[config.mk]
export PLATFORM = sky130hd
export DESIGN_NAME = hbgc_port
export DESIGN_NICKNAME = d
export VERILOG_FILES = /design/src/design/hbgc_pkg.sv /design/src/design/hbgc_port.sv /design/src/design/hbgc_cycle.sv
export VERILOG_INCLUDE_DIRS = /design/src /design/src/design
export SDC_FILE = /design/constraint.sdc
export NUM_CORES = 1
export LEC_CHECK = 0
export BUFFER_PORTS_ARGS = -buffer_cell sky130_fd_sc_hd__buf_2
export CAP_MARGIN = 20
export CORE_MARGIN = 1
export CORE_UTILIZATION = 40
export CTS_CLUSTER_DIAMETER = 40
export DETAILED_ROUTE_END_ITERATION = 8
export PLACE_DENSITY = 0.79
export RECOVER_POWER = 100
export SLEW_MARGIN = 5
export SYNTH_ARGS = -nofsm -noshare
export SYNTH_HDL_FRONTEND = slang
export SYNTH_SLANG_ARGS = --single-unit
[constraint.sdc]
create_clock -name mclk -period 2 [get_ports mclk]
set_input_delay 0.4 -clock mclk [delete_from_list [all_inputs] [get_ports mclk]]
set_output_delay 0.4 -clock mclk [all_outputs]
set_load 0.05 [all_outputs]
[src/design/hbgc_regs.svh]
// Timing counts, widths and chain positions of the host bus grant chain port
`ifndef HBGC_REGS_SVH
`define HBGC_REGS_SVH

// Host data path width in bits
`define HBGC_DATA_W 16
// Number of prioritised request levels, lowest level number
`define HBGC_LEVELS 4
`define HBGC_LOWEST_LEVEL 4
// Grant chains: four priority levels plus the non-processor chain
`define HBGC_CHAINS 5
`define HBGC_DMA_CHAIN 4
// Clock cycles data is driven before master sync is raised
`define HBGC_MSYNC_SETUP_CYC 1
// Width of the setup counter
`define HBGC_SETUP_CNT_W 4

`endif

[src/design/hbgc_pkg.sv]
// Types shared by the host bus grant chain port modules
`include "hbgc_regs.svh"

package hbgc_pkg;

    // Arbitration state of the port
    typedef enum logic [1:0] {
        HBGC_ARB_IDLE = 2'b00,
        HBGC_ARB_WAIT = 2'b01,
        HBGC_ARB_OWN  = 2'b10
    } hbgc_arb_state_t;

    // Data cycle state, slave answer or master transfer
    typedef enum logic [2:0] {
        HBGC_CYC_IDLE  = 3'b000,
        HBGC_CYC_SLAVE = 3'b001,
        HBGC_CYC_SETUP = 3'b010,
        HBGC_CYC_SYNC  = 3'b011,
        HBGC_CYC_END   = 3'b100
    } hbgc_cyc_state_t;

    // Bus request: non-processor, or level 4 + level (0..3)
    typedef struct packed {
        logic dma;
        logic [1:0] level;
    } hbgc_req_t;

    // Master transfer command
    typedef struct packed {
        logic write;
        logic [`HBGC_DATA_W-1:0] data;
    } hbgc_xfer_t;

endpackage

[src/design/hbgc_port.sv]
// Host bus arbitration port: prioritised requests, grant chains, data cycles
`include "hbgc_regs.svh"

// ****************************************************************
// Operation
// [RULE_01] Processor answers a non-processor request with its grant when bus idle.
// [RULE_02] Non-processor grant passes in to out, kept when this port requested.
// [RULE_03] Data and register words move over a 16-bit two-way data path.
// [RULE_04] Exactly one of the four level request lines 4..7 is raised. The code raises at most one of the five request lines, and none while idle.
// [RULE_05] Processor grants a level only for its request, after the instruction.
// [RULE_06] Each level grant passes in to out unless this port requested it.
// [RULE_07] Bus initialise clears the port and withdraws any pending request.
// [RULE_08] Slave answers master sync with slave sync; master raises master sync.
// [RULE_09] Request held until matching grant then dropped; grant out is combinational.
// ****************************************************************

module hbgc_port #(
    parameter int SETUP_CYC = `HBGC_MSYNC_SETUP_CYC
)(
    input wire logic mclk,
    input wire logic rst,
    input wire logic bus_initialise_n,
    input wire logic dma_grant_chain_in,
    output logic dma_grant_chain_out,
    output logic dma_request,
    input wire logic grant_in_level_seven,
    input wire logic grant_in_level_six,
    input wire logic grant_in_level_five,
    input wire logic grant_in_level_four,
    output logic grant_out_level_seven,
    output logic grant_out_level_six,
    output logic grant_out_level_five,
    output logic grant_out_level_four,
    output logic bus_request_level_seven,
    output logic bus_request_level_six,
    output logic bus_request_level_five,
    output logic bus_request_level_four,
    input wire logic [`HBGC_DATA_W-1:0] host_data_lines_n_in,
    output logic [`HBGC_DATA_W-1:0] host_data_lines_n_out,
    output logic host_data_lines_n_oe,
    input wire logic master_sync_n_in,
    output logic master_sync_n_out,
    output logic master_sync_n_oe,
    input wire logic slave_sync_n_in,
    output logic slave_sync_n_out,
    output logic slave_sync_n_oe,
    input wire logic user_req_valid,
    input hbgc_pkg::hbgc_req_t user_req,
    output logic user_req_ready,
    output logic bus_owned,
    input wire logic user_release,
    input wire logic slave_select,
    input wire logic slave_write,
    input wire logic [`HBGC_DATA_W-1:0] slave_rdata,
    output logic [`HBGC_DATA_W-1:0] slave_wdata,
    output logic slave_wr_strobe,
    input wire logic mst_start,
    input hbgc_pkg::hbgc_xfer_t mst_cmd,
    output logic mst_ready,
    output logic [`HBGC_DATA_W-1:0] mst_rdata,
    output logic mst_done
);

    // ************************************************************
    // Reset and chain mapping
    // ************************************************************

    logic hold_reset;
    logic [`HBGC_CHAINS-1:0] chain_in;
    logic [`HBGC_CHAINS-1:0] chain_out;
    logic [`HBGC_CHAINS-1:0] chain_sel;
    logic [`HBGC_CHAINS-1:0] chain_block;
    logic [`HBGC_CHAINS-1:0] req_lines;
    logic grant_hit;
    logic msync_drive;
    logic ssync_drive;
    hbgc_pkg::hbgc_arb_state_t arb_reg, arb_next;
    hbgc_pkg::hbgc_req_t req_reg, req_next;

    // Bus initialise acts as a second synchronous reset
    assign hold_reset = rst || !bus_initialise_n; // RULE_07

    // Bit 4 is the non-processor chain, bits 3..0 are levels 7..4
    assign chain_in = {dma_grant_chain_in, grant_in_level_seven,
        grant_in_level_six, grant_in_level_five, grant_in_level_four};

    // One-hot chain of the held request
    always_comb
    begin
        chain_sel = '0;
        if (req_reg.dma)
        begin
            chain_sel[`HBGC_DMA_CHAIN] = 1'b1;
        end
        else
        begin
            chain_sel[req_reg.level] = 1'b1; // RULE_04
        end
    end

    // ************************************************************
    // Grant chains
    // ************************************************************

    // Pass-through kept combinational so the chain adds no clock delay
    for (genvar g = 0; g < `HBGC_CHAINS; g++)
    begin : g_chain
        assign chain_block[g] = chain_sel[g]
            && (arb_reg != hbgc_pkg::HBGC_ARB_IDLE); // RULE_02 RULE_06
        assign chain_out[g] = chain_in[g] && !chain_block[g]; // RULE_09
        assign req_lines[g] = chain_sel[g]
            && (arb_reg == hbgc_pkg::HBGC_ARB_WAIT); // RULE_09
    end

    assign dma_grant_chain_out = chain_out[`HBGC_DMA_CHAIN];
    assign grant_out_level_seven = chain_out[3];
    assign grant_out_level_six = chain_out[2];
    assign grant_out_level_five = chain_out[1];
    assign grant_out_level_four = chain_out[0];
    assign dma_request = req_lines[`HBGC_DMA_CHAIN];
    assign bus_request_level_seven = req_lines[3];
    assign bus_request_level_six = req_lines[2];
    assign bus_request_level_five = req_lines[1];
    assign bus_request_level_four = req_lines[0];

    // ************************************************************
    // Arbitration state
    // ************************************************************

    // Only the grant on the chain we asked on counts
    assign grant_hit = |(chain_in & chain_sel);

    // Next request and ownership
    always_comb
    begin
        arb_next = arb_reg;
        req_next = req_reg;
        case (arb_reg)
            hbgc_pkg::HBGC_ARB_IDLE:
            begin
                if (user_req_valid)
                begin
                    req_next = user_req;
                    arb_next = hbgc_pkg::HBGC_ARB_WAIT;
                end
            end
            hbgc_pkg::HBGC_ARB_WAIT:
            begin
                // Request stays up until its own grant arrives
                if (grant_hit)
                begin
                    arb_next = hbgc_pkg::HBGC_ARB_OWN; // RULE_09
                end
            end
            hbgc_pkg::HBGC_ARB_OWN:
            begin
                if (user_release)
                begin
                    arb_next = hbgc_pkg::HBGC_ARB_IDLE;
                end
            end
            default:
            begin
                arb_next = hbgc_pkg::HBGC_ARB_IDLE;
            end
        endcase
    end

    // Arbitration registers, cleared by reset or bus initialise
    always_ff @(posedge mclk)
    begin
        if (hold_reset)
        begin
            arb_reg <= hbgc_pkg::HBGC_ARB_IDLE; // RULE_07
            req_reg <= '0;
        end
        else
        begin
            arb_reg <= arb_next;
            req_reg <= req_next;
        end
    end

    assign user_req_ready = arb_reg == hbgc_pkg::HBGC_ARB_IDLE;
    assign bus_owned = arb_reg == hbgc_pkg::HBGC_ARB_OWN;

    // ************************************************************
    // Data path and sync lines
    // ************************************************************

    hbgc_cycle #(
        .SETUP_CYC(SETUP_CYC)
    ) u_cycle (
        .mclk(mclk),
        .hold_reset(hold_reset),
        .msync_in(!master_sync_n_in),
        .ssync_in(!slave_sync_n_in),
        .slave_select(slave_select),
        .slave_write(slave_write),
        .data_in_n(host_data_lines_n_in),
        .slave_rdata(slave_rdata),
        .bus_owned(bus_owned),
        .mst_start(mst_start),
        .mst_cmd(mst_cmd),
        .msync_drive(msync_drive),
        .ssync_drive(ssync_drive),
        .data_oe(host_data_lines_n_oe),
        .data_out_n(host_data_lines_n_out),
        .slave_wdata(slave_wdata),
        .slave_wr_strobe(slave_wr_strobe),
        .mst_ready(mst_ready),
        .mst_rdata(mst_rdata),
        .mst_done(mst_done)
    );

    // Open-drain sync lines only ever pull low
    assign master_sync_n_out = 1'b0;
    assign master_sync_n_oe = msync_drive;
    assign slave_sync_n_out = 1'b0;
    assign slave_sync_n_oe = ssync_drive;
endmodule // hbgc_port

[src/design/hbgc_cycle.sv]
// Data cycle engine: slave answers and master transfers on the host bus
`include "hbgc_regs.svh"

module hbgc_cycle #(
    parameter int SETUP_CYC = `HBGC_MSYNC_SETUP_CYC
)(
    input wire logic mclk,
    input wire logic hold_reset,
    input wire logic msync_in,
    input wire logic ssync_in,
    input wire logic slave_select,
    input wire logic slave_write,
    input wire logic [`HBGC_DATA_W-1:0] data_in_n,
    input wire logic [`HBGC_DATA_W-1:0] slave_rdata,
    input wire logic bus_owned,
    input wire logic mst_start,
    input hbgc_pkg::hbgc_xfer_t mst_cmd,
    output logic msync_drive,
    output logic ssync_drive,
    output logic data_oe,
    output logic [`HBGC_DATA_W-1:0] data_out_n,
    output logic [`HBGC_DATA_W-1:0] slave_wdata,
    output logic slave_wr_strobe,
    output logic mst_ready,
    output logic [`HBGC_DATA_W-1:0] mst_rdata,
    output logic mst_done
);

    // Counter must hold the setup count and never start at zero
    if (SETUP_CYC < 1 || SETUP_CYC >= (1 << `HBGC_SETUP_CNT_W))
    begin : g_bad_setup
        $error("hbgc_cycle: SETUP_CYC out of range");
    end

    hbgc_pkg::hbgc_cyc_state_t st_reg, st_next;
    logic [`HBGC_SETUP_CNT_W-1:0] cnt_reg, cnt_next;
    logic drive_reg, drive_next;
    logic [`HBGC_DATA_W-1:0] dout_reg, dout_next;
    logic [`HBGC_DATA_W-1:0] wdata_reg, wdata_next;
    logic [`HBGC_DATA_W-1:0] rdata_reg, rdata_next;
    logic wstb_reg, wstb_next;
    logic done_reg, done_next;
    logic slave_hit;

    // Being addressed wins over starting our own transfer
    assign slave_hit = msync_in && slave_select;

    // Next state of the cycle engine
    always_comb
    begin
        st_next = st_reg;
        cnt_next = cnt_reg;
        drive_next = drive_reg;
        dout_next = dout_reg;
        wdata_next = wdata_reg;
        rdata_next = rdata_reg;
        wstb_next = 1'b0;
        done_next = 1'b0;
        case (st_reg)
            hbgc_pkg::HBGC_CYC_IDLE:
            begin
                if (slave_hit)
                begin
                    st_next = hbgc_pkg::HBGC_CYC_SLAVE;
                    drive_next = !slave_write;
                    if (slave_write)
                    begin
                        wdata_next = ~data_in_n; // RULE_03
                        wstb_next = 1'b1;
                    end
                    else
                    begin
                        dout_next = ~slave_rdata; // RULE_03
                    end
                end
                else if (mst_start && bus_owned)
                begin
                    st_next = hbgc_pkg::HBGC_CYC_SETUP;
                    drive_next = mst_cmd.write;
                    dout_next = ~mst_cmd.data;
                    cnt_next = `HBGC_SETUP_CNT_W'(SETUP_CYC);
                end
            end
            hbgc_pkg::HBGC_CYC_SLAVE:
            begin
                // Hold slave sync until the master lets go
                if (!msync_in)
                begin
                    st_next = hbgc_pkg::HBGC_CYC_IDLE; // RULE_08
                end
            end
            hbgc_pkg::HBGC_CYC_SETUP:
            begin
                // Data settles on the bus before master sync
                if (cnt_reg == `HBGC_SETUP_CNT_W'(1))
                begin
                    st_next = hbgc_pkg::HBGC_CYC_SYNC;
                end
                else
                begin
                    cnt_next = cnt_reg - `HBGC_SETUP_CNT_W'(1);
                end
            end
            hbgc_pkg::HBGC_CYC_SYNC:
            begin
                if (ssync_in)
                begin
                    if (!drive_reg)
                    begin
                        rdata_next = ~data_in_n;
                    end
                    done_next = 1'b1;
                    st_next = hbgc_pkg::HBGC_CYC_END; // RULE_08
                end
            end
            hbgc_pkg::HBGC_CYC_END:
            begin
                if (!ssync_in)
                begin
                    st_next = hbgc_pkg::HBGC_CYC_IDLE;
                end
            end
            default:
            begin
                st_next = hbgc_pkg::HBGC_CYC_IDLE;
            end
        endcase
    end

    // Cycle engine registers
    always_ff @(posedge mclk)
    begin
        if (hold_reset)
        begin
            st_reg <= hbgc_pkg::HBGC_CYC_IDLE;
            cnt_reg <= '0;
            drive_reg <= 1'b0;
            dout_reg <= {`HBGC_DATA_W{1'b1}};
            wdata_reg <= '0;
            rdata_reg <= '0;
            wstb_reg <= 1'b0;
            done_reg <= 1'b0;
        end
        else
        begin
            st_reg <= st_next;
            cnt_reg <= cnt_next;
            drive_reg <= drive_next;
            dout_reg <= dout_next;
            wdata_reg <= wdata_next;
            rdata_reg <= rdata_next;
            wstb_reg <= wstb_next;
            done_reg <= done_next;
        end
    end

    // Outputs
    assign ssync_drive = st_reg == hbgc_pkg::HBGC_CYC_SLAVE; // RULE_08
    assign msync_drive = st_reg == hbgc_pkg::HBGC_CYC_SYNC; // RULE_08
    assign data_oe = drive_reg && (st_reg != hbgc_pkg::HBGC_CYC_IDLE)
        && (st_reg != hbgc_pkg::HBGC_CYC_END); // RULE_03
    assign data_out_n = dout_reg;
    assign slave_wdata = wdata_reg;
    assign slave_wr_strobe = wstb_reg;
    assign mst_rdata = rdata_reg;
    assign mst_done = done_reg;
    assign mst_ready = (st_reg == hbgc_pkg::HBGC_CYC_IDLE) && bus_owned
        && !slave_hit;
endmodule // hbgc_cycle

Yosys cells after proc, flatten, opt, wreduce, memory -nomap -nowiden
Cells that the tools add are included. W data, S select, Z words.

Equal/unequal tests: 20. Reduce and logical (&&, ||, !) cells: 49. Div/mod/pow operators: 0. Bitwise gates (word level): 9. Add/subtract/negate cells: 1. Order comparisons: 2. $mul: 0. Muxes and demuxes: 26. Shifts and indexed selects: 0.

Operator list (number): $mux W16 (3); $not A16 Y16 (3); $logic_and A1 B1 Y1 (22); $mux W3 (6); $ne A2 B2 Y1 const B (9); $mux W4 (4); $pmux W3 S5 (1); $reduce_and A3 Y1 (4); $logic_not A1 Y1 (9); $pmux W4 S2 (1); $eq A3 B2 Y1 const B (2); $mux W1 (6); $mux W2 (3); $pmux W2 S3 (1); $reduce_bool A2 Y1 (3); $and A5 B5 Y5 (1); $not A1 Y1 (5); $reduce_and A5 Y1 (1); $reduce_or A5 Y1 (1); $eq A4 B1 Y1 const B (1); $lt A2 B4 Y1 const B (1); $ne A2 B1 Y1 const B (2); $reduce_and A2 Y1 (2); $reduce_and A4 Y1 (1); 15 further kinds (15).

Memories: 0. Flip-flop bits (word level): 63. Output and inout bits: 68. Input port bits: 67. Logic and storage cells: 118. Memory bits (read-only): 0. Latch bits: 0. RAM bits: 0.

Longest topological paths before layout
Depth after elaboration: 9. Depth in mapped cells: 7. Mapped depth without buffers: 6.

Cells and area by module
Synthesis repeated with hierarchy kept, for this count alone.

Cell total of the unflattened synthesis: 307. Area total of the unflattened synthesis: 2979.1 um^2.

By module, submodules not included: hbgc_cycle (seq. area each 1161.1 um^2, area an instance 2534.9 um^2, cells each 253, times used 1); hbgc_port (seq. area each 100.1 um^2, area an instance 444.2 um^2, cells each 54, times used 1).

Worst setup path before layout
Ideal clock, no wire load.

Kind: reg-to-output. Start point: register u_cycle.st_reg[0]. End point: output port mst_ready. Arrival time: 2228 ps. Slack: -628 ps. Buffers on the path: 2. Data required time: 1600 ps. Cell stages (with the launch flop): 5. Cells stage by stage: dfxtp_1 > or3_1 > clkbuf_1 > buf_2 > nor3_1.

Longest elaborated chain between the ends: 3.

Ends and longest elaborated chain: from (decl) (RTL line hbgc_cycle.sv:35) `hbgc_pkg::hbgc_cyc_state_t st_reg, st_next;`; from (signal assigned) (RTL line hbgc_cycle.sv:135) `st_reg <= hbgc_pkg::HBGC_CYC_IDLE;`; from (signal assigned) (RTL line hbgc_cycle.sv:146) `st_reg <= st_next;`; $logic_not A3 Y1 (RTL line hbgc_cycle.sv:167) `assign mst_ready = (st_reg == hbgc_pkg::HBGC_CYC_IDLE) && bus_owned`; $logic_and A1 B1 Y1 (RTL line hbgc_cycle.sv:167); $logic_and A1 B1 Y1 (RTL line hbgc_cycle.sv:168) `&& !slave_hit;`; to (decl) (RTL line hbgc_port.sv:59) `output logic mst_ready,`.

Every way passes these cells.

Worst setup path in the final report
Same ends and word-level chain as after synthesis.

==> impl_metrics.toml <==
[outcome]
status = "completed"

[sta]
finalSetupViolations = 0
slew_headroom = 0.569
fin_crit_sh = 0.966
max_slew.worst_pin.slew_ns = 0.649
fin_worst_skew_ns = 0.00820
rsz0062_at_grt = "false"
slew_violations = 0
timing.fmax_mhz = 518
period_needed_ns = 1.93
hold_violations = 0

[worst_hold_path]
min_path_type = "primary input to flop"

[floorplan]
die_y_um = 87.4
start_util = 0.422
core_sq_um = 6910
pin_count = 135
dieArea_sq_um = 7630
rows = 30
die_w_um = 87.4

[synth]
synthMuxAreaShare = 0.0249
synth-compound-area-share = 0.198
yosysSeqAreaShare = 0.433
synth_cells = 342
ys_types = 49
yosys.area.top_type_share = 0.433
synth-edff-count = 0
synth_area_leader_cell = "dfxtp_1"
yosys_warnings = 0
synthSimpleGateAreaFrac = 0.275
synth_top_family_by_area = "simple AND/OR/NAND/NOR gates"
postSynth.asyncResetShare = 0
syn_area_sq_um = 2920
synth.area.top_cells = "dfxtp_1, a211oi_1, nand2_1"
synth_fa_ha_area_frac = 0.00858
syn_area_per_cell_sq_um = 8.52
ys.flop_type = "dfxtp_1"
ys_seq_elements = 63
synth_xor_area_frac = 0

[drt]
ant_nets = 0
vias_per_cell = 5.18
drc = 0
wirelength_mm = 7.61
first_pass_iters = 4
detail_route.wl_per_cell_um = 13.3
drt_iter0_drc = 109
vias = 2964

[placed_design]
io_buffers = 132
dp_hpwl_mm = 5.53
gp_congestion = 0.794

[critical_path]
r2r_slack_ns = 0.24
cp_data_arrival_time_ns = 1.53
crit_type = "flop to primary output"
path_max_fanout = 3
path_cells = "or3_1, nor3_2, clkbuf_4"
max_stage_delay_ns = 0.44
cp-end-kind = "primary output"
required_ns = 1.60
cp_slowest_cell = "or3_1"
cp_num_buf_inv = 1
cp_top_family = "simple AND/OR/NAND/NOR gates"
worst_setup_path_start_kind = "flop"

[cells_and_area]
regArea_sq_um = 1260
final_common_cell = "buf_2"
nFillCells = 691
layout_common_cells = "buf_2, dfxtp_1, clkbuf_1, nand2_1, nor2_1"
drive_above_1_share = 0.279
layout.core_utilization = 0.546
antenna_cells = 0
nets = 540
multi_input_area_sq_um = 1470
area_delta_synth_final_pct = 29.3

[power]
power_frac_clock = 0.367
seq_power_share = 0.485
p_sw_frac = 0.281
power_density_nw_per_um2 = 709
leakagePower_uw = 0.00145
power_switching_uw = 750
p_total_uw = 2670
p_int_uw = 1920
ir_drop_uv = 336
power_frac_comb = 0.149

[clock_network]
cts.path.max_buffers = 2
clkSlewWorstSetupHoldPaths_ns = 0.07
cts_buffers = 9
cts_root_buffer = "clkbuf_8"
cts_sinks = 63
htree_levels = 3
post_cts_buffers = 0
cts_tree = "built"
clock_latency_ns = 0.33

[run]
drv_cap = 0

[global_routing]
overflow = 0
antenna_found_initial = 0
grt_usage = 0.202
grt_max_degree = 33
grt_pass1_wl_mm = 12.1
grt_pass1_vias = 2661
## path summary, 6_finish.rpt
kind,from,endpoint,depth (start not counted)
worst max-delay path,u_cycle.st_reg[0]$_SDFFE_PP0P_,mst_ready,3
worst min-delay path,host_data_lines_n_in[15],u_cycle.mst_rdata[15]$_SDFFE_PP0P_,2
worst max register to register,u_cycle.st_reg[0]$_SDFFE_PP0P_,u_cycle.slave_wdata[7]$_SDFFE_PP0P_,6
worst min register to register,u_cycle.cnt_reg[3]$_SDFFE_PP0P_,u_cycle.cnt_reg[3]$_SDFFE_PP0P_,2
## power by group through the flow
stage               sequential, uW  clock [uW]  combinational [uW]
CTS                           1290        1020                 414
floorplan                     1380           0                 219
detailed placement            1320           0                 413
finish                        1300         980                 398
global placement              1320           0                 405
global route                  1300        1070                 433
## logic make-up after synthesis
kind of cell / Yosys count
flip-flops: 63
other: 1
AND/OR/NAND/NOR: 158
multiplexers: 5
buffers and inverters: 35
adder cells (fa/ha/maj): 2
AO/OA/AOI/OAI: 78
## through the flow
stage	setup TNS, ns	instances	setup slack (ns)	area, sq um	hold WS (ns)
2_1_floorplan	-0.201	343	-0.201	2950	0.446
3_3_place_gp	0	556	0.358	3720	0.459
3_5_place_dp	0	556	0.331	3720	0.468
4_1_cts	0	572	0.0303	3890	0.245
5_1_grt	0	572	0.00594	3770	0.245
6_report	0	572	0.0688	3770	0.263
## cell usage after synthesis (2+ instances only)
cell type,number
nor3_1,10
nand2_1,43
clkbuf_1,13
o21a_1,4
buf_2,10
dfxtp_1,63
nand2b_1,8
a211oi_2,10
o21ai_0,12
nand4_1,16
nand3_1,19
inv_1,5
o31a_1,2
a211oi_1,24
buf_4,4
a21oi_1,7
o22ai_1,2
and2_1,2
nor2b_1,5
o2111ai_1,2
nor2_1,39
nor4_1,3
o21ai_1,8
buf_6,2
a31oi_1,2
nor3_4,2
or3b_1,2
ha_1,2
## per-layer routing
| metal | vias up | wire, um | track usage |
|---|---|---|---|
| met4 | 0 | 88 | 0.0715 |
| met1 | 1339 | 3350 | 0.238 |
| li1 | 1481 | - | - |
| met5 | - | 0 | 0 |
| met2 | 134 | 3520 | 0.349 |
| met3 | 10 | 640 | 0.0578 |
## final cells by class
cell class | count | share of cell area
Sequential cell | 63 | 0.336
Timing Repair Buffer | 147 | 0.192
Multi-Input combinational cell | 245 | 0.389
Inverter | 5 | 0.00498
Tap cell | 96 | 0.0319
Clock buffer | 13 | 0.0422
Clock inverter | 3 | 0.00465
## worst reg2reg max path, stage by stage, from the launching register on
cell and delay [ns]:
dfxtp_1 0.31, clkbuf_2 0.18, nor3_1 0.26, and3_1 0.19
clkbuf_4 0.37, nor2_1 0.10, a211oi_1 0.25
## what timing repair did
action,in CTS,in global routing
hold endpoints to repair,0,0
resized for setup,0,4
setup endpoints to repair,0,7
hold buffers,0,0
Power figures use the tool's default switching activity.
